### config.mk
export PLATFORM = sky130hd
export DESIGN_NAME = slave_addr_top
export DESIGN_NICKNAME = d
export VERILOG_FILES = /design/src/hdl/slave_addr_pkg.sv /design/src/hdl/img_if.sv /design/src/hdl/slave_addr_top.sv /design/src/hdl/img_mapper.sv
export SDC_FILE = /design/constraint.sdc
export NUM_CORES = 1
export LEC_CHECK = 0
export BUFFER_PORTS_ARGS = -buffer_cell sky130_fd_sc_hd__clkbuf_2
export CORE_ASPECT_RATIO = 1.75
export CORE_MARGIN = 2
export CORE_UTILIZATION = 38
export DETAILED_ROUTE_END_ITERATION = 16
export MAX_ROUTING_LAYER = met4
export SLEW_MARGIN = 20
export SYNTH_ARGS = -nofsm -noshare
export SYNTH_HDL_FRONTEND = slang
export SYNTH_SLANG_ARGS = --single-unit
### constraint.sdc
create_clock -name SYS_CLK_IN -period 5.6 [get_ports SYS_CLK_IN]
set_input_delay 0.28 -clock SYS_CLK_IN [delete_from_list [all_inputs] [get_ports SYS_CLK_IN]]
set_output_delay 0.28 -clock SYS_CLK_IN [all_outputs]
set_load 0.02 [all_outputs]
### src/hdl/slave_addr_pkg.sv
// shared constants for the dual fieldbus slave addressing block
package slave_addr_pkg;
    localparam int ADDR_W = 6;
    localparam int ID1_W  = 4;
    localparam int IMG_W  = 4;

    // register offsets
    localparam logic [3:0] OFF_ADDR0 = 4'h0;
    localparam logic [3:0] OFF_ADDR1 = 4'h1;
    localparam logic [3:0] OFF_ID10  = 4'h2;
    localparam logic [3:0] OFF_ID11  = 4'h3;
    localparam logic [3:0] OFF_MODE  = 4'h4;
    localparam logic [3:0] OFF_MAP2  = 4'h5;
    localparam logic [3:0] OFF_MAP1  = 4'h6;
    localparam logic [3:0] OFF_STAT  = 4'h7;

    // address ranges
    localparam logic [5:0] ADDR_ZERO  = 6'h00;
    localparam logic [5:0] ADDR_A_MAX = 6'h1F;
    localparam logic [5:0] ADDR_B_MIN = 6'h21;
    localparam logic [5:0] ADDR_B_MAX = 6'h3F;

    // mode codes
    localparam logic [1:0] MODE_SINGLE = 2'h0;
    localparam logic [1:0] MODE_DUAL   = 2'h2;

    // id1 defaults and limits
    localparam logic [3:0] ID1_SINGLE_DEF = 4'hF;
    localparam logic [3:0] ID1_SINGLE_MAX = 4'hF;
    localparam logic [3:0] ID1_DUAL_DEF   = 4'h7;
    localparam logic [3:0] ID1_DUAL_MAX   = 4'h7;

    // signal sources for image bits: 0..5 local signals, 6..7 tied low
    localparam logic [2:0] SRC_READY  = 3'h0;
    localparam logic [2:0] SRC_MOTOR  = 3'h1;
    localparam logic [2:0] SRC_DIN1   = 3'h2;
    localparam logic [2:0] SRC_DIN2   = 3'h3;
    localparam logic [2:0] SRC_DIN3   = 3'h4;
    localparam logic [2:0] SRC_DIN4   = 3'h5;
    localparam logic [11:0] MAP2_DEF  = 12'h6_88;
    localparam logic [11:0] MAP1_DEF  = 12'h0_2C;

    // slave reset pulse length in cycles
    localparam int RST_CYCLES = 4;
endpackage

### src/hdl/img_if.sv
// carrier between the core and the image mapper
`timescale 1ns/1ps
interface img_if;
    logic [11:0] map2;
    logic [11:0] map1;
    logic [7:0]  src;
    logic        ser_clk;
    logic        ser_dat;
    logic [3:0]  img2;
    logic [3:0]  img1;
    modport core   (output map2, map1, src, ser_clk, ser_dat,
                    input img2, img1);
    modport mapper (input map2, map1, src, ser_clk, ser_dat,
                    output img2, img1);
endinterface

### src/hdl/slave_addr_top.sv
// addressing, identity and input image core of the two logical slaves
// ------------------------------------------------------------
// How it works
// - both slaves come out of reset at address zero.
// - second slave stays hidden until the first has nonzero address.
// - address index 0 is slave one, index 1 is slave two.
// - addresses are 0..31 or 33..63; 32 is never valid.
// - in dual mode, writing zero to either address zeroes both and hides slave two.
// - single mode uses index 1 address, limited to 0..31.
// - any stored address change triggers a fieldbus slave reset.
// - single mode reports index 1 id1 code, default 15, 0..15.
// - dual mode id1 codes per slave, default 7, range 0..7.
// - image bits remappable except first slave serial channel bits.
// - slave two default bits: ready, motor active, inputs 1, 2.
// - slave one default bits: inputs 3, 4, serial clock, data.
// - mode 0 is single, 2 is dual; dual is default.
// ------------------------------------------------------------
//
// The address map and the plain strobed port were left to the implementer.
`timescale 1ns/1ps
module slave_addr_top
(
    input  wire logic        SYS_CLK_IN,
    input  wire logic        RESETN_IN,
    input  wire logic [3:0]  ADDR_IN,
    input  wire logic [15:0] WDATA_IN,
    input  wire logic        WR_IN,
    input  wire logic        RD_IN,
    output logic      [15:0] RDATA_OUT,
    input  wire logic        READY_IN,
    input  wire logic        MOTOR_ACTIVE_IN,
    input  wire logic [3:0]  DIN_IN,
    input  wire logic        SER_CLK_IN,
    input  wire logic        SER_DAT_IN,
    output logic      [slave_addr_pkg::ADDR_W-1:0] ADDR0_OUT,
    output logic      [slave_addr_pkg::ADDR_W-1:0] ADDR1_OUT,
    output logic      [slave_addr_pkg::ID1_W-1:0]  ID1_0_OUT,
    output logic      [slave_addr_pkg::ID1_W-1:0]  ID1_1_OUT,
    output logic                                   DUAL_MODE_OUT,
    output logic                                   SLAVE1_VIS_OUT,
    output logic                                   SLAVE2_VIS_OUT,
    output logic      [slave_addr_pkg::IMG_W-1:0]  IMG1_OUT,
    output logic      [slave_addr_pkg::IMG_W-1:0]  IMG2_OUT,
    output logic                                   SLAVE_RST_OUT
);
    import slave_addr_pkg::*;

    // ------------------------------------------------------------
    // state
    // ------------------------------------------------------------
    logic [ADDR_W-1:0] addr0_q;
    logic [ADDR_W-1:0] addr1_q;
    logic [ID1_W-1:0]  id10_q;
    logic [ID1_W-1:0]  id11_q;
    logic [1:0]        mode_q;
    logic [11:0]       map2_q;
    logic [11:0]       map1_q;
    logic [2:0]        rst_cnt_q;
    logic              wr_addr0;
    logic              wr_addr1;
    logic              wr_id10;
    logic              wr_id11;
    logic              wr_mode;
    logic              dual;
    logic [ADDR_W-1:0] wa;
    logic [ID1_W-1:0]  wi;
    logic              addr_ok;
    logic              addr_chg;
    logic              id_ok;
    logic              vis2;
    img_if             imgc();

    assign dual = (mode_q == MODE_DUAL);
    assign wa   = WDATA_IN[ADDR_W-1:0];
    assign wi   = WDATA_IN[ID1_W-1:0];

    // ------------------------------------------------------------
    // write checks
    // ------------------------------------------------------------
    always_comb
    begin
        // 32 and anything above 6 bits is refused
        addr_ok = (WDATA_IN[15:ADDR_W] == '0) &&
                  ((wa <= ADDR_A_MAX) ||
                   (dual && wa >= ADDR_B_MIN && wa <= ADDR_B_MAX));
        if (!dual && ADDR_IN == OFF_ADDR0)
        begin
            addr_ok = 1'b0;
        end
        id_ok = (WDATA_IN[15:ID1_W] == '0) &&
                (dual ? (wi <= ID1_DUAL_MAX)
                      : (wi <= ID1_SINGLE_MAX));
        if (!dual && ADDR_IN == OFF_ID10)
        begin
            id_ok = 1'b0;
        end
    end

    assign wr_addr0 = WR_IN && ADDR_IN == OFF_ADDR0 && addr_ok;
    assign wr_addr1 = WR_IN && ADDR_IN == OFF_ADDR1 && addr_ok;
    assign wr_id10  = WR_IN && ADDR_IN == OFF_ID10 && id_ok;
    assign wr_id11  = WR_IN && ADDR_IN == OFF_ID11 && id_ok;
    assign wr_mode  = WR_IN && ADDR_IN == OFF_MODE &&
                      (WDATA_IN == {14'h0000, MODE_SINGLE} ||
                       WDATA_IN == {14'h0000, MODE_DUAL});
    assign addr_chg = (wr_addr0 && wa != addr0_q) ||
                      (wr_addr1 && wa != addr1_q) ||
                      (wr_mode && WDATA_IN[1:0] != mode_q) ||
                      ((wr_mode || ((wr_addr0 || wr_addr1) && wa == '0)) &&
                       {addr0_q, addr1_q} != '0);

    // ------------------------------------------------------------
    // addresses
    // ------------------------------------------------------------
    always_ff @(posedge SYS_CLK_IN or negedge RESETN_IN)
    begin
        if (!RESETN_IN)
        begin
            addr0_q <= ADDR_ZERO;
            addr1_q <= ADDR_ZERO;
        end
        else if (wr_mode)
        begin
            // a profile change also drops the addresses
            addr0_q <= ADDR_ZERO;
            addr1_q <= ADDR_ZERO;
        end
        else if ((wr_addr0 || wr_addr1) && wa == ADDR_ZERO)
        begin
            addr0_q <= ADDR_ZERO;
            addr1_q <= ADDR_ZERO;
        end
        else if (wr_addr0)
        begin
            addr0_q <= wa;
        end
        else if (wr_addr1)
        begin
            addr1_q <= wa;
        end
    end

    // ------------------------------------------------------------
    // id1 codes, mode and image maps
    // ------------------------------------------------------------
    always_ff @(posedge SYS_CLK_IN or negedge RESETN_IN)
    begin
        if (!RESETN_IN)
        begin
            id10_q <= ID1_DUAL_DEF;
            id11_q <= ID1_DUAL_DEF;
        end
        else if (wr_mode)
        begin
            id10_q <= ID1_DUAL_DEF;
            id11_q <= (WDATA_IN[1:0] == MODE_DUAL) ? ID1_DUAL_DEF
                                                   : ID1_SINGLE_DEF;
        end
        else
        begin
            if (wr_id10)
            begin
                id10_q <= wi;
            end
            if (wr_id11)
            begin
                id11_q <= wi;
            end
        end
    end

    always_ff @(posedge SYS_CLK_IN or negedge RESETN_IN)
    begin
        if (!RESETN_IN)
        begin
            mode_q <= MODE_DUAL;
        end
        else if (wr_mode)
        begin
            mode_q <= WDATA_IN[1:0];
        end
    end

    always_ff @(posedge SYS_CLK_IN or negedge RESETN_IN)
    begin
        if (!RESETN_IN)
        begin
            map2_q <= MAP2_DEF;
            map1_q <= MAP1_DEF;
        end
        else if (WR_IN && ADDR_IN == OFF_MAP2)
        begin
            map2_q <= WDATA_IN[11:0];
        end
        else if (WR_IN && ADDR_IN == OFF_MAP1)
        begin
            // only bits 0 and 1 move; the serial channel has no selector
            map1_q <= {6'h00, WDATA_IN[5:0]};
        end
    end

    // ------------------------------------------------------------
    // slave reset after address change
    // ------------------------------------------------------------
    always_ff @(posedge SYS_CLK_IN or negedge RESETN_IN)
    begin
        if (!RESETN_IN)
        begin
            rst_cnt_q <= 3'h0;
        end
        else if (addr_chg)
        begin
            rst_cnt_q <= 3'(RST_CYCLES);
        end
        else if (rst_cnt_q != 3'h0)
        begin
            rst_cnt_q <= rst_cnt_q - 3'h1;
        end
    end

    // ------------------------------------------------------------
    // image sources
    // ------------------------------------------------------------
    assign imgc.map2    = map2_q;
    assign imgc.map1    = map1_q;
    assign imgc.src     = {2'b00, DIN_IN, MOTOR_ACTIVE_IN, READY_IN};
    assign imgc.ser_clk = SER_CLK_IN;
    assign imgc.ser_dat = SER_DAT_IN;

    img_mapper u_map
    (
        .m (imgc.mapper)
    );

    // slave two needs a dual profile and an addressed slave one
    assign vis2 = dual && addr0_q != ADDR_ZERO;

    // ------------------------------------------------------------
    // outputs
    // ------------------------------------------------------------
    always_ff @(posedge SYS_CLK_IN or negedge RESETN_IN)
    begin
        if (!RESETN_IN)
        begin
            ADDR0_OUT      <= ADDR_ZERO;
            ADDR1_OUT      <= ADDR_ZERO;
            ID1_0_OUT      <= ID1_DUAL_DEF;
            ID1_1_OUT      <= ID1_DUAL_DEF;
            DUAL_MODE_OUT  <= 1'b1;
            SLAVE1_VIS_OUT <= 1'b0;
            SLAVE2_VIS_OUT <= 1'b0;
            IMG1_OUT       <= 4'h0;
            IMG2_OUT       <= 4'h0;
            SLAVE_RST_OUT  <= 1'b1;
        end
        else
        begin
            ADDR0_OUT      <= addr0_q;
            ADDR1_OUT      <= addr1_q;
            ID1_0_OUT      <= id10_q;
            ID1_1_OUT      <= id11_q;
            DUAL_MODE_OUT  <= dual;
            SLAVE1_VIS_OUT <= dual && rst_cnt_q == 3'h0;
            SLAVE2_VIS_OUT <= vis2 && rst_cnt_q == 3'h0;
            IMG1_OUT       <= imgc.img1;
            IMG2_OUT       <= imgc.img2;
            SLAVE_RST_OUT  <= rst_cnt_q != 3'h0;
        end
    end

    // ------------------------------------------------------------
    // register read
    // ------------------------------------------------------------
    always_ff @(posedge SYS_CLK_IN or negedge RESETN_IN)
    begin
        if (!RESETN_IN)
        begin
            RDATA_OUT <= 16'h0000;
        end
        else if (RD_IN)
        begin
            unique case (ADDR_IN)
                OFF_ADDR0: RDATA_OUT <= {10'h000, addr0_q};
                OFF_ADDR1: RDATA_OUT <= {10'h000, addr1_q};
                OFF_ID10:  RDATA_OUT <= {12'h000, id10_q};
                OFF_ID11:  RDATA_OUT <= {12'h000, id11_q};
                OFF_MODE:  RDATA_OUT <= {14'h0000, mode_q};
                OFF_MAP2:  RDATA_OUT <= {4'h0, map2_q};
                OFF_MAP1:  RDATA_OUT <= {4'h0, map1_q};
                OFF_STAT:  RDATA_OUT <= {13'h0000, vis2,
                                         rst_cnt_q != 3'h0, dual};
                default:   RDATA_OUT <= 16'h0000;
            endcase
        end
        else
        begin
            RDATA_OUT <= 16'h0000;
        end
    end

    // ------------------------------------------------------------
    // checks
    // ------------------------------------------------------------
    property p_hide2;
        @(posedge SYS_CLK_IN) disable iff (!RESETN_IN)
        addr0_q == ADDR_ZERO |=> !SLAVE2_VIS_OUT;
    endproperty
    a_hide2: assert property (p_hide2)
        else $error("slave two visible while slave one unaddressed");

    property p_no32;
        @(posedge SYS_CLK_IN) disable iff (!RESETN_IN)
        addr0_q != 6'h20 && addr1_q != 6'h20;
    endproperty
    a_no32: assert property (p_no32)
        else $error("address 32 stored");

    property p_zero_both;
        @(posedge SYS_CLK_IN) disable iff (!RESETN_IN)
        (wr_addr0 || wr_addr1) && wa == ADDR_ZERO
        |=> addr0_q == ADDR_ZERO && addr1_q == ADDR_ZERO;
    endproperty
    a_zero_both: assert property (p_zero_both)
        else $error("zero write did not clear both addresses");

    property p_single_a;
        @(posedge SYS_CLK_IN) disable iff (!RESETN_IN)
        !dual && !$past(wr_mode) |-> addr1_q <= ADDR_A_MAX;
    endproperty
    a_single_a: assert property (p_single_a)
        else $error("single mode address outside A range");

    property p_rst;
        @(posedge SYS_CLK_IN) disable iff (!RESETN_IN)
        addr_chg |=> ##1 SLAVE_RST_OUT [*4] ##1 !SLAVE_RST_OUT;
    endproperty
    a_rst: assert property (p_rst)
        else $error("slave reset pulse wrong after address change");

    property p_id_dual;
        @(posedge SYS_CLK_IN) disable iff (!RESETN_IN)
        dual |-> id10_q <= ID1_DUAL_MAX && id11_q <= ID1_DUAL_MAX;
    endproperty
    a_id_dual: assert property (p_id_dual)
        else $error("dual id1 code above 7");

    property p_ser;
        @(posedge SYS_CLK_IN) disable iff (!RESETN_IN)
        1'b1 |=> IMG1_OUT[3:2] == $past({SER_DAT_IN, SER_CLK_IN});
    endproperty
    a_ser: assert property (p_ser)
        else $error("serial channel bits not passed through");
    property p_keep;
        @(posedge SYS_CLK_IN) disable iff (!RESETN_IN)
        WR_IN && ADDR_IN == OFF_ID11 && !id_ok && !wr_mode
        |=> $stable(id11_q);
    endproperty
    a_keep: assert property (p_keep)
        else $error("refused id1 write changed the stored code");
    c_vis2: cover property (@(posedge SYS_CLK_IN) disable iff (!RESETN_IN)
        $rose(SLAVE2_VIS_OUT));
    c_zero: cover property (@(posedge SYS_CLK_IN) disable iff (!RESETN_IN)
        $fell(SLAVE2_VIS_OUT));
    c_single: cover property (@(posedge SYS_CLK_IN)
        disable iff (!RESETN_IN) $fell(DUAL_MODE_OUT));
endmodule

### src/hdl/img_mapper.sv
// signal interconnection of the slave-to-master input images
`timescale 1ns/1ps
module img_mapper
(
    img_if.mapper m
);
    import slave_addr_pkg::*;
    // ------------------------------------------------------------
    // selectors
    // ------------------------------------------------------------
    genvar i;
    generate
        for (i = 0; i < IMG_W; i++)
        begin : g_bit
            assign m.img2[i] = m.src[m.map2[3*i +: 3]];
        end
        for (i = 0; i < 2; i++)
        begin : g_bit1
            assign m.img1[i] = m.src[m.map1[3*i +: 3]];
        end
    endgenerate
    // serial channel stays fixed regardless of the map
    assign m.img1[2] = m.ser_clk;
    assign m.img1[3] = m.ser_dat;
endmodule

==> results of run 1 <==
==> metrics by stage <==
step                area [sq um]  worst slack [ns]  hold slack, ns
finish                      4700              3.39        -0.00891
global route                4700              3.19          0.0379
CTS                         4700              3.35          0.0332
detailed placement          4390              3.07           0.372
global placement            4390              3.11           0.373
floorplan                   3970              3.55         -0.0156
==> metal layers <==
| layer | global-route usage (%) | part of all wire, % | vias up |
|---|---|---|---|
| met5 | - | 0 | - |
| met4 | 10.9 | 3.6 | 0 |
| met3 | 4.43 | 4.6 | 26 |
| met2 | 35.0 | 58 | 90 |
| met1 | 19.9 | 34 | 1422 |
| li1 | - | - | 1288 |
==> sequential cells by signal, indices dropped and copies added (netlist names), 3 cells and up <==
register	count
ADDR0_OUT	6
ADDR1_OUT	6
ID1_0_OUT	4
ID1_1_OUT	4
IMG1_OUT	4
IMG2_OUT	4
RDATA_OUT	12
addr0_q	6
addr1_q	6
id10_q	4
id11_q	4
imgc.map1	6
imgc.map2	12
rst_cnt_q	3
==> cells in the final DEF (no fill, tap or decap), types with 3 or more instances in the layout <==
| master | instances |
|---|---|
| clkbuf_2 | 74 |
| dfrtp_1 | 65 |
| nand2_1 | 25 |
| mux2_2 | 24 |
| dfstp_2 | 22 |
| nor2_1 | 21 |
| mux2i_1 | 18 |
| o21ai_0 | 11 |
| clkbuf_16 | 9 |
| inv_1 | 8 |
| nor3_1 | 8 |
| mux4_2 | 8 |
| xor2_1 | 8 |
| and3_1 | 7 |
| nor4_1 | 7 |
| xnor2_1 | 7 |
| nand3_1 | 6 |
| a21oi_1 | 5 |
| a22o_1 | 4 |
| or3_1 | 4 |
| nand4_1 | 4 |
| conb_1 | 4 |
| nand2b_1 | 3 |
| nor2b_1 | 3 |
| and2_1 | 3 |
| a31oi_1 | 3 |
| a32o_1 | 3 |
==> cells by family after synthesis <==
| kind of cell | count (synthesis) | share of synthesized area (%) |
|---|---|---|
| AOI/OAI and AO/OA | 40 | 7.50 |
| xor gates and xnor gates | 15 | 3.32 |
| buffers and inverters | 30 | 3.58 |
| and+or+nand+nor | 100 | 13.2 |
| DFF | 87 | 55.8 |
| adders and majority gates | 2 | 0.633 |
| muxes | 50 | 15.9 |
| other | 1 | 0.0948 |
==> final cells by class <==
cell class / count / area (sq um) / area share, %
repair buffers: 75 / 382 / 8.12
clock buffers: 10 / 239 / 5.08
clock inverters: 6 / 67.6 / 1.44
well taps: 127 / 159 / 3.38
inverters: 8 / 30.0 / 0.639
flip-flops and latches: 87 / 2200 / 46.9
multi-input cells: 211 / 1620 / 34.4
==> power by group <==
group	switching (uW)	internal [uW]	total (uW)
logic	132	122	254
clock network	255	360	615
registers	51.0	702	753
total	439	1180	1620
==> path summary, 6_finish.rpt <==
kind	from	endpoint	cells after the start
setup / recovery	mode_q[0]	rst_cnt_q[1]	6
hold / removal	RESETN_IN	IMG1_OUT[2]	1
setup reg to reg	mode_q[0]	rst_cnt_q[1]	6
hold reg to reg	id10_q[0]	ID1_0_OUT[0]	0
max in group asynchronous	RESETN_IN	SLAVE2_VIS_OUT	1
min in group SYS_CLK_IN	SER_CLK_IN	IMG1_OUT[2]	1
==> metrics.md, run 1 <==
| Metric | Value |
|---|---|
| Outcome | finished, violations left |
| Failing checks | hold timing |
| CTS tree | yes |
| Cell taking the most area after synthesis | dfrtp_1 |
| Vias in the first global route | 3054 |
| Root buffer cell | clkbuf_16 |
| Fin Hold WS | -0.00891 ns |
| Total CTS buffers | 9 |
| Core ar. | 0.0102 sq mm |
| Final worst path period share | 39.4% |
| Rel. slew slack | 48.1% |
| Post-route antenna net violation count | 0 |
| Pwr Total | 1620 uW |
| CP arrival | 2.41 ns |
| Slowest CP cell | o211ai_1 |
| Share of cells above drive strength 1 | 38.5% |
| Fillcell total | 983 |
| Slowest stage delay, CP | 0.47 ns |
| GRT Residual Overflow | 0 |
| Via density | 5.39 |
| Startpoint class of the critical path | flop |
| Leak pwr | 0.00221 uW |
| Initial antenna violation count | 0 |
| Top Family by Delay on Critical Path | compound AO/OA/AOI/OAI gates |
| Final-report max-slew violation count | 0 |
| Core Util, Final | 46.2% |
| Maximum VDD drop | 0.175 mV |
| Top cells by count, synth | dfrtp_1, nand2_1, mux2_2 |
| Drt initial violations | 168 |
| Clock sink total | 87 |
| GRT Total Usage | 20.0% |
| WL per Instance | 19.5 um |
| Crit path kind | flop to flop |
| Synth-to-Final Area Change | 18.9% |
| Htree depth | 3 |
| Max Root-Sink Buffers | 2 |
| Largest net degree at the start of global routing | 88 |
| Critical Path Fanout Max | 6 |
| Max Fclk | 0.454 GHz |
| Hpwl dp | 7.67 mm |
| CP bufs+invs | 1 |
| Max_cap viols | 0 |
| Post-CTS setup buffer count | 0 |
| CP endpoint kind | flop |
| Number of cells upsized or downsized after cts | 0 |
| Hold Buf Count CTS | 0 |
| Sequential element share of the synthesized area | 55.8% |
| Clk slew on worst S/H paths | 0.07 ns |
| First-pass GRT wire length | 16.1 mm |
| Synthesized flop and latch total | 87 |
| Yosys top cell area share | 41.1% |
| I/O pins | 80 |
| Crit path required time | 5.81 ns |
| Std-Cell Rows | 49 |
| Worst-Skew Late Latency | 0.35 ns |
| Routed via count | 2826 |
| RePlAce Congestion | 0.868 |
| Most frequent cell after synthesis | dfrtp_1 |
| Slew @ Worst Pin | 0.777 ns |
| Final hold vios | 9 |
| Die Wd | 81.1 um |
| Mapped Cells | 325 |
| Setup-violating endpoint count in the final report | 0 |
| Setup TNS | 0 ns |
| Placed Cells | 508 |
| Primary FF master, synth | dfrtp_1 |
| FFs w/ async S/R, synth | 100% |
| Period minus WS final | 2.21 ns |
| Count of different cell masters after synthesis | 52 |
| WL final | 10.2 mm |
| Yosys warns | 0 |
| Hold Path Class | input port to asynchronous set/reset pin |
| Die area | 0.0113 sq mm |
| Power density over the cells | 345 mW/mm^2 |
| Final std cells w/o fill | 524 |
| Post-synth EDFFs | 0 |
| Crit path cell chain | nand2b_1 -> inv_1 -> o211ai_1 -> nor4b_1 -> o32a_1 -> a2111oi_0 |
| DRT Pass-1 Iters | 5 |
| FF-to-FF setup slack | 3.39 ns |
| Die Span Y | 139 um |
| DRC | 0 |
| Initial Utilization | 38.8% |
| Diode count | 0 |
| Port Buffers | 75 |
| RSZ-0062 raised after global routing | false |
| Setup Skew | 0.00490 ns |
| Average size of a mapped cell | 12.2 sq um |
| Cell area after synthesis | 0.00395 sq mm |
| Post-layout net count | 426 |
| Dominant cells by area after synthesis | dfrtp_1, dfstp_2, mux2_2 |
Note: power is estimated with default switching activity, not from simulation.
==> run 2: changes to the inputs <==
clock period = 2.05 ns   (was 5.6 ns; I/O delays follow)
==> run 2 against run 1 <==
  * The flow now finishes without violations
  * Critical path type unchanged
  * Global-route usage rose by 0.95 points
  * Via count up 4.2%
  * Die area stayed put
  * Critical path depth is 1 higher
  * Critical endpoint is now id10_q[2]
  * Worst setup slack worse by 3.3 ns
  * Wire length up 4.4%
  * Register-to-register slack lost 3.3 ns
  * Clock skew rose by 0.00082 ns
==> metrics.md, run 2 (synthesized netlist as in run 1, its figures left out) <==
| Metric | Value |
|---|---|
| Outcome | completed |
| Critical Path Fanout Max | 5 (-1) |
| Diode count | 0 (unchanged) |
| Slew @ Worst Pin | 0.535 ns (-0.242 ns) |
| Hold Path Class | input port to flop |
| Die Span Y | 139 um (unchanged) |
| Combinational Power Share | 16.9% (+1.2 points) |
| WL per Instance | 19.0 um (-2.5%) |
| Post-route antenna net violation count | 0 (unchanged) |
| Setup ws final | 0.128 ns (-3.27 ns) |
| Largest net degree at the start of global routing | 48 (-45%) |
| Setup-violating endpoint count in the final report | 0 (unchanged) |
| Initial Utilization | 38.8% (unchanged) |
| Leak pwr | 0.00240 uW (+8.5%) |
| CP arrival | 2.20 ns (-0.21 ns) |
| Final hold vios | 0 (-9) |
| Max Root-Sink Buffers | 2 (unchanged) |
| Initial antenna violation count | 0 (unchanged) |
| Post-CTS setup buffer count | 0 (unchanged) |
| Drt initial violations | 153 (-8.9%) |
| Setup TNS | 0 ns (unchanged) |
| WL final | 10.7 mm (+4.4%) |
| Part of the power in registers | 46.2% (-0.2 points) |
| GRT Residual Overflow | 0 (unchanged) |
| Htree depth | 3 (unchanged) |
| Crit path required time | 2.32 ns (-3.49 ns) |
| Setup Skew | 0.00572 ns (+0.000822 ns) |
| Core ar. | 0.0102 sq mm (unchanged) |
| Crit path kind | flop to flop |
| Period minus WS final | 1.92 ns (-0.283 ns) |
| Pre-CTS setup slack | -0.0464 ns (-3.12 ns) |
| Total CTS buffers | 9 (unchanged) |
| Max_cap viols | 0 (unchanged) |
| Die area | 0.0113 sq mm (unchanged) |
| Share of cells above drive strength 1 | 43.1% (+4.5 points) |
| Final-report max-slew violation count | 0 (unchanged) |
| Slowest stage delay, CP | 0.56 ns (+0.09 ns) |
| CTS tree | yes |
| First-pass GRT wire length | 16.7 mm (+3.7%) |
| Fillcell total | 962 (-2.1%) |
| FF-to-FF setup slack | 0.13 ns (-3.27 ns) |
| I/O pins | 80 (unchanged) |
| Internal power | 3270 uW (+180%) |
| Startpoint class of the critical path | flop |
| Commonest non-fill, non-tap cell in the layout | clkbuf_2 |
| Power density over the cells | 887 mW/mm^2 (+160%) |
| Via density | 5.25 (-2.7%) |
| Core Util, Final | 49.2% (+3.0 points) |
| Port Buffers | 75 (unchanged) |
| Die Wd | 81.1 um (unchanged) |
| Slowest CP cell | dfstp_2 |
| Crit path cell chain | nand2b_1 -> inv_1 -> buf_4 -> nand3_1 -> or4_1 -> mux2i_1 -> nand2_1 |
| Sw frac | 26.5% (-0.53 points) |
| Synth-to-Final Area Change | 26.7% |
| Max Fclk | 0.520 GHz (+15%) |
| Std-Cell Rows | 49 (unchanged) |
| Final worst path period share | 93.8% (+54 points) |
| Post-layout net count | 463 (+8.7%) |
| Switch Pwr | 1180 uW (+170%) |
| RSZ-0062 raised after global routing | false |
| Rel. slew slack | 63.8% (+16 points) |
| Worst-Skew Late Latency | 0.35 ns (about the same) |
| Clock power share | 36.9% (-1.0 points) |
| GRT Total Usage | 21.0% (+0.95 points) |
| Most frequent cells in the layout | clkbuf_2, dfrtp_1, buf_4 |
| Hpwl dp | 8.34 mm (+8.7%) |
| CP endpoint kind | flop |
| DRT Pass-1 Iters | 4 (-1) |
| Clk slew on worst S/H paths | 0.06 ns (about the same) |
| DRC | 0 (unchanged) |
| Maximum VDD drop | 0.560 mV (+220%) |
| Pwr Total | 4440 uW (+170%) |
| RePlAce Congestion | 0.908 (+4.6%) |
| Clock sink total | 87 (unchanged) |
| Root buffer cell | clkbuf_16 |
| Vias in the first global route | 3121 (+2.2%) |
| Routed via count | 2944 (+4.2%) |
run 2: changes by cell type in the layout (fill, tap and decap cells not counted):
cell,delta
a2111oi_0,-1
a2111oi_1,+1
buf_12,+2
buf_4,+33
buf_6,-1
clkbuf_1,+1
clkinvlp_4,+1
dlygate4sd3_1,+3
inv_6,-2
nor4_1,-1
nor4_2,+1
run 2: per-stage QoR:
step / std cells / hold slack (ns) / cell area (sq um)
2_1_floorplan: 328 / -0.193 / 3970
3_3_place_gp: 542 / 0.114 / 4670
3_5_place_dp: 542 / 0.128 / 4670
4_1_cts: 561 / 0.00704 / 5000
5_1_grt: 561 / 0.00726 / 5010
6_report: 561 / 0.0165 / 5010
run 2: per-layer routing:
layer	up-vias	wire length, um	global-route usage [%]
met5	-	0	-
met4	0	578	11.8
met3	32	375	4.43
met2	82	5930	35.9
met1	1462	3800	21.6
li1	1368	-	-
run 2: timing repair:
| item | in CTS | in global routing |
|---|---|---|
| resized for setup | 0 | 2 |
| hold buffers | 3 | 0 |
| endpoints found under the setup margin | 0 | 2 |
| hold endpoints to repair | 38 | 0 |
run 2: final timing paths:
kind	start	depth (start not counted)	to
setup / recovery	mode_q[1]	7	id10_q[2]
hold / removal	WDATA_IN[8]	2	imgc.map2[8]
setup reg to reg	mode_q[1]	7	id10_q[2]
hold reg to reg	id10_q[2]	0	ID1_0_OUT[2]
max in group asynchronous	RESETN_IN	3	id10_q[1]
min in group asynchronous	RESETN_IN	2	IMG1_OUT[2]
run 2: power by group through the flow:
stage	clock, uW	combinational [uW]	sequential (uW)
global route	1750	820	2070
global placement	0	727	2080
detailed placement	0	750	2080
CTS	1680	757	2050
floorplan	0	423	2120
finish	1640	753	2050
run 2: final cells by class:
type,count,area [sq um],area share (%)
Tap cell,127,159,3.17
Timing Repair Buffer,112,688,13.7
Sequential cell,87,2200,44.0
Clock buffer,11,243,4.85
Inverter,8,30.0,0.600
Multi-Input combinational cell,211,1630,32.5
Clock inverter,5,57.6,1.15
run 2: critical path, delay by kind of cell, from the launching register on:
family        cells  cell delay (ns)
flops             1             0.56
simple gates      4             0.83
mux               1             0.22
buf+inv           2             0.24
==> run 3: changes to the inputs <==
ABC_AREA = 1   (was default)
==> run 3 against run 2 <==
  * Die area up 5.1%
  * Total power up 2.7%
  * Wire length grew 9.2%
  * Clock power increased by 13%
  * Utilization shrank 2.1 points
  * Non-clock buffer count down 29
  * Cell count grew 26%
  * Via count up 21%
  * Sequential share of layout area down 0.25 points
==> metrics.md, run 3 <==
| Metric | Value |
|---|---|
| Crit path required time | 2.33 ns (about the same) |
| Hpwl dp | 9.00 mm (+8.0%) |
| Total CTS buffers | 9 (unchanged) |
| Primary FF master, synth | dfrtp_1 |
| Leak pwr | 0.00265 uW (+10%) |
| Critical Path Source | mode_q[1] |
| CTS tree | yes |
| Synthesized flop and latch total | 87 (unchanged) |
| Startpoint class of the critical path | flop |
| Fillcell total | 1039 (+8.0%) |
| Largest net degree at the start of global routing | 41 (-15%) |
| Placed Cells | 689 (+27%) |
| Period minus WS final | 1.77 ns (-0.156 ns) |
| Yosys top cell area share | 39.1% (-2.1 points) |
| Routed via count | 3551 (+21%) |
| Synth-to-Final Area Change | 20.9% |
| Cell area after synthesis | 0.00417 sq mm (+5.3%) |
| Setup-violating endpoint count in the final report | 0 (unchanged) |
| FFs w/ async S/R, synth | 100% (unchanged) |
| WL final | 11.7 mm (+9.2%) |
| Final std cells w/o fill | 709 (+26%) |
| Cell taking the most area after synthesis | dfrtp_1 |
| Top cells by count, synth | nand2_1, dfrtp_1, inv_1 |
| DRT Pass-1 Iters | 5 (+1) |
| Max Root-Sink Buffers | 2 (unchanged) |
| Yosys warns | 0 (unchanged) |
| Outcome | completed |
| Clock sink total | 87 (unchanged) |
| Hold Path Class | input port to flop |
| Setup TNS | 0 ns (unchanged) |
| Critical Path Sink | addr1_q[5] |
| Htree depth | 3 (unchanged) |
| R2R depth | 10 (+3) |
| Setup Skew | 0.00732 ns (+0.00160 ns) |
| RSZ-0062 raised after global routing | false |
| Post-Synth Adder-Cell Area | 0.601% (-0.032 points) |
| GRT Residual Overflow | 0 (unchanged) |
| Vias in the first global route | 3697 (+18%) |
| Maximum VDD drop | 0.489 mV (-13%) |
| DRC | 0 (unchanged) |
| Power density over the cells | 906 mW/mm^2 (+2.1%) |
| Via density | 5.01 (-4.6%) |
| Hold Crit Depth | 3 (+1) |
| Critical Path Fanout Max | 8 (+3) |
| Port Buffers | 75 (unchanged) |
| Final worst path period share | 86.1% (-7.6 points) |
| Post-synth EDFFs | 0 (unchanged) |
| Post-route antenna net violation count | 0 (unchanged) |
| Xor/xnor cell area share of the yosys netlist | 1.26% (-2.1 points) |
| Most frequent cells in the layout | nand2_1, clkbuf_2, dfrtp_1 |
| Final hold vios | 0 (unchanged) |
| Rel. slew slack | 64.7% (+0.84 points) |
| Die Wd | 83.1 um (+2.5%) |
| RR Startpoint | mode_q[1] |
| Worst-Skew Late Latency | 0.35 ns (about the same) |
| GRT Total Usage | 21.3% (+0.32 points) |
| Crit path kind | flop to flop |
| Std-Cell Rows | 50 (+2.0%) |
| Hold Buf Count CTS | 4 (+1) |
| Slew @ Worst Pin | 0.530 ns (-0.00505 ns) |
| Max Fclk | 0.566 GHz (+8.9%) |
| Initial Utilization | 38.9% (+0.086 points) |
| Mapped Cells | 491 (+51%) |
| Final-report max-slew violation count | 0 (unchanged) |
| Most frequent cell after synthesis | nand2_1 |
| WL per Instance | 16.4 um (-14%) |
| Drt initial violations | 145 (-5.2%) |
| Number of cells upsized or downsized after cts | 0 (unchanged) |
| Sequential element share of the synthesized area | 52.9% (-2.8 points) |
| Root buffer cell | clkbuf_16 |
| Post-CTS setup buffer count | 0 (unchanged) |
| Synth Area in Compound Gates | 12.6% (+5.1 points) |
| Die area | 0.0118 sq mm (+5.1%) |
| Diode count | 0 (unchanged) |
| RePlAce Congestion | 0.955 (+5.1%) |
| Die Span Y | 143 um (+2.6%) |
| Initial antenna violation count | 0 (unchanged) |
| Max_cap viols | 0 (unchanged) |
| FF-to-FF setup slack | 0.28 ns (+0.16 ns) |
| Count of different cell masters after synthesis | 41 (-21%) |
| RR Endpoint | addr1_q[5] |
| Average size of a mapped cell | 8.48 sq um (-30%) |
| Post-layout net count | 608 (+31%) |
| Dominant cells by area after synthesis | dfrtp_1, dfstp_2, nand2_1 |
| Commonest non-fill, non-tap cell in the layout | nand2_1 |
| Largest family of logic cells by synthesized area | simple AND/OR/NAND/NOR gates |
| Share of cells above drive strength 1 | 25.9% (-17 points) |
| Core ar. | 0.0107 sq mm (+5.1%) |
| I/O pins | 80 (unchanged) |
| CP endpoint kind | flop |
| Post-synthesis mux area share | 0% (-16 points) |
| CP arrival | 2.05 ns (-0.15 ns) |
| First-pass GRT wire length | 18.9 mm (+13%) |
| Simple-gate share of the synthesized area | 23.9% (+11 points) |
| Clk slew on worst S/H paths | 0.06 ns (about the same) |
## run 3: worst min path at each step
stage          slack, ns            end          from
4_1_cts             0.01  imgc.map2[10]  WDATA_IN[10]
5_1_grt             0.03   imgc.map2[7]   WDATA_IN[7]
3_3_place_gp        0.10    IMG1_OUT[2]     RESETN_IN
6_report           0.007  imgc.map2[10]  WDATA_IN[10]
2_1_floorplan      -0.19   ADDR0_OUT[0]     RESETN_IN
3_5_place_dp        0.11    IMG1_OUT[3]     RESETN_IN
## run 3: cells by family (layout without fill, tap and decap cells)
kind of cell	count (synthesis)	count (layout)
xor+xnor	6	6
compound gates	91	91
fa+ha+maj	2	2
flops	87	87
other cells	1	4
buf+inv	85	170
simple gates	219	219
## run 3: stage by stage
step / worst slack, ns / hold WS, ns / cell area (sq um) / power [uW] / util [%]
2_1_floorplan: 0.619 / -0.193 / 4180 / 2490 / -
3_3_place_gp: 0.302 / 0.102 / 4650 / 2730 / 43.5
3_5_place_dp: 0.278 / 0.107 / 4650 / 2750 / 43.5
4_1_cts: 0.265 / 0.0106 / 5040 / 4600 / 47.1
5_1_grt: 0.128 / 0.0301 / 5040 / 4780 / 47.1
6_report: 0.284 / 0.00684 / 5040 / 4570 / 47.1
## run 3: critical path, cell delays in order, from the launching register on
cell	delay [ns]
dfstp_2	0.55
inv_2	0.05
nor2_4	0.16
inv_1	0.14
nand3_1	0.12
nand4_1	0.19
nand2_1	0.13
nand2_2	0.12
nand2_2	0.11
nand2_1	0.05
nand2_1	0.07
## run 3: final cells by class
class / count / area, sq um / share of cell area, %
Sequential cell: 87 / 2200 / 43.8
Multi-Input combinational cell: 322 / 1610 / 32.0
Timing Repair Buffer: 83 / 448 / 8.89
Clock buffer: 12 / 267 / 5.29
Inverter: 71 / 267 / 5.29
Tap cell: 130 / 163 / 3.23
Clock inverter: 4 / 76.3 / 1.52
## run 3: power by group
group	switching (uW)	internal, uW	leakage, uW
logic	447	249	0.00140
registers	118	1900	0.00108
clock network	679	1170	0.000165
total	1240	3320	0.00265
## run 3: metal layers
metal  vias to the layer above  part of all wire, %  GRT usage [%]
met1                      1672                   38           22.4
met2                       103                   54           37.8
li1                       1748                    -              -
met3                        28                  3.9           4.00
met4                         0                  4.1           11.0
met5                         -                    0              -
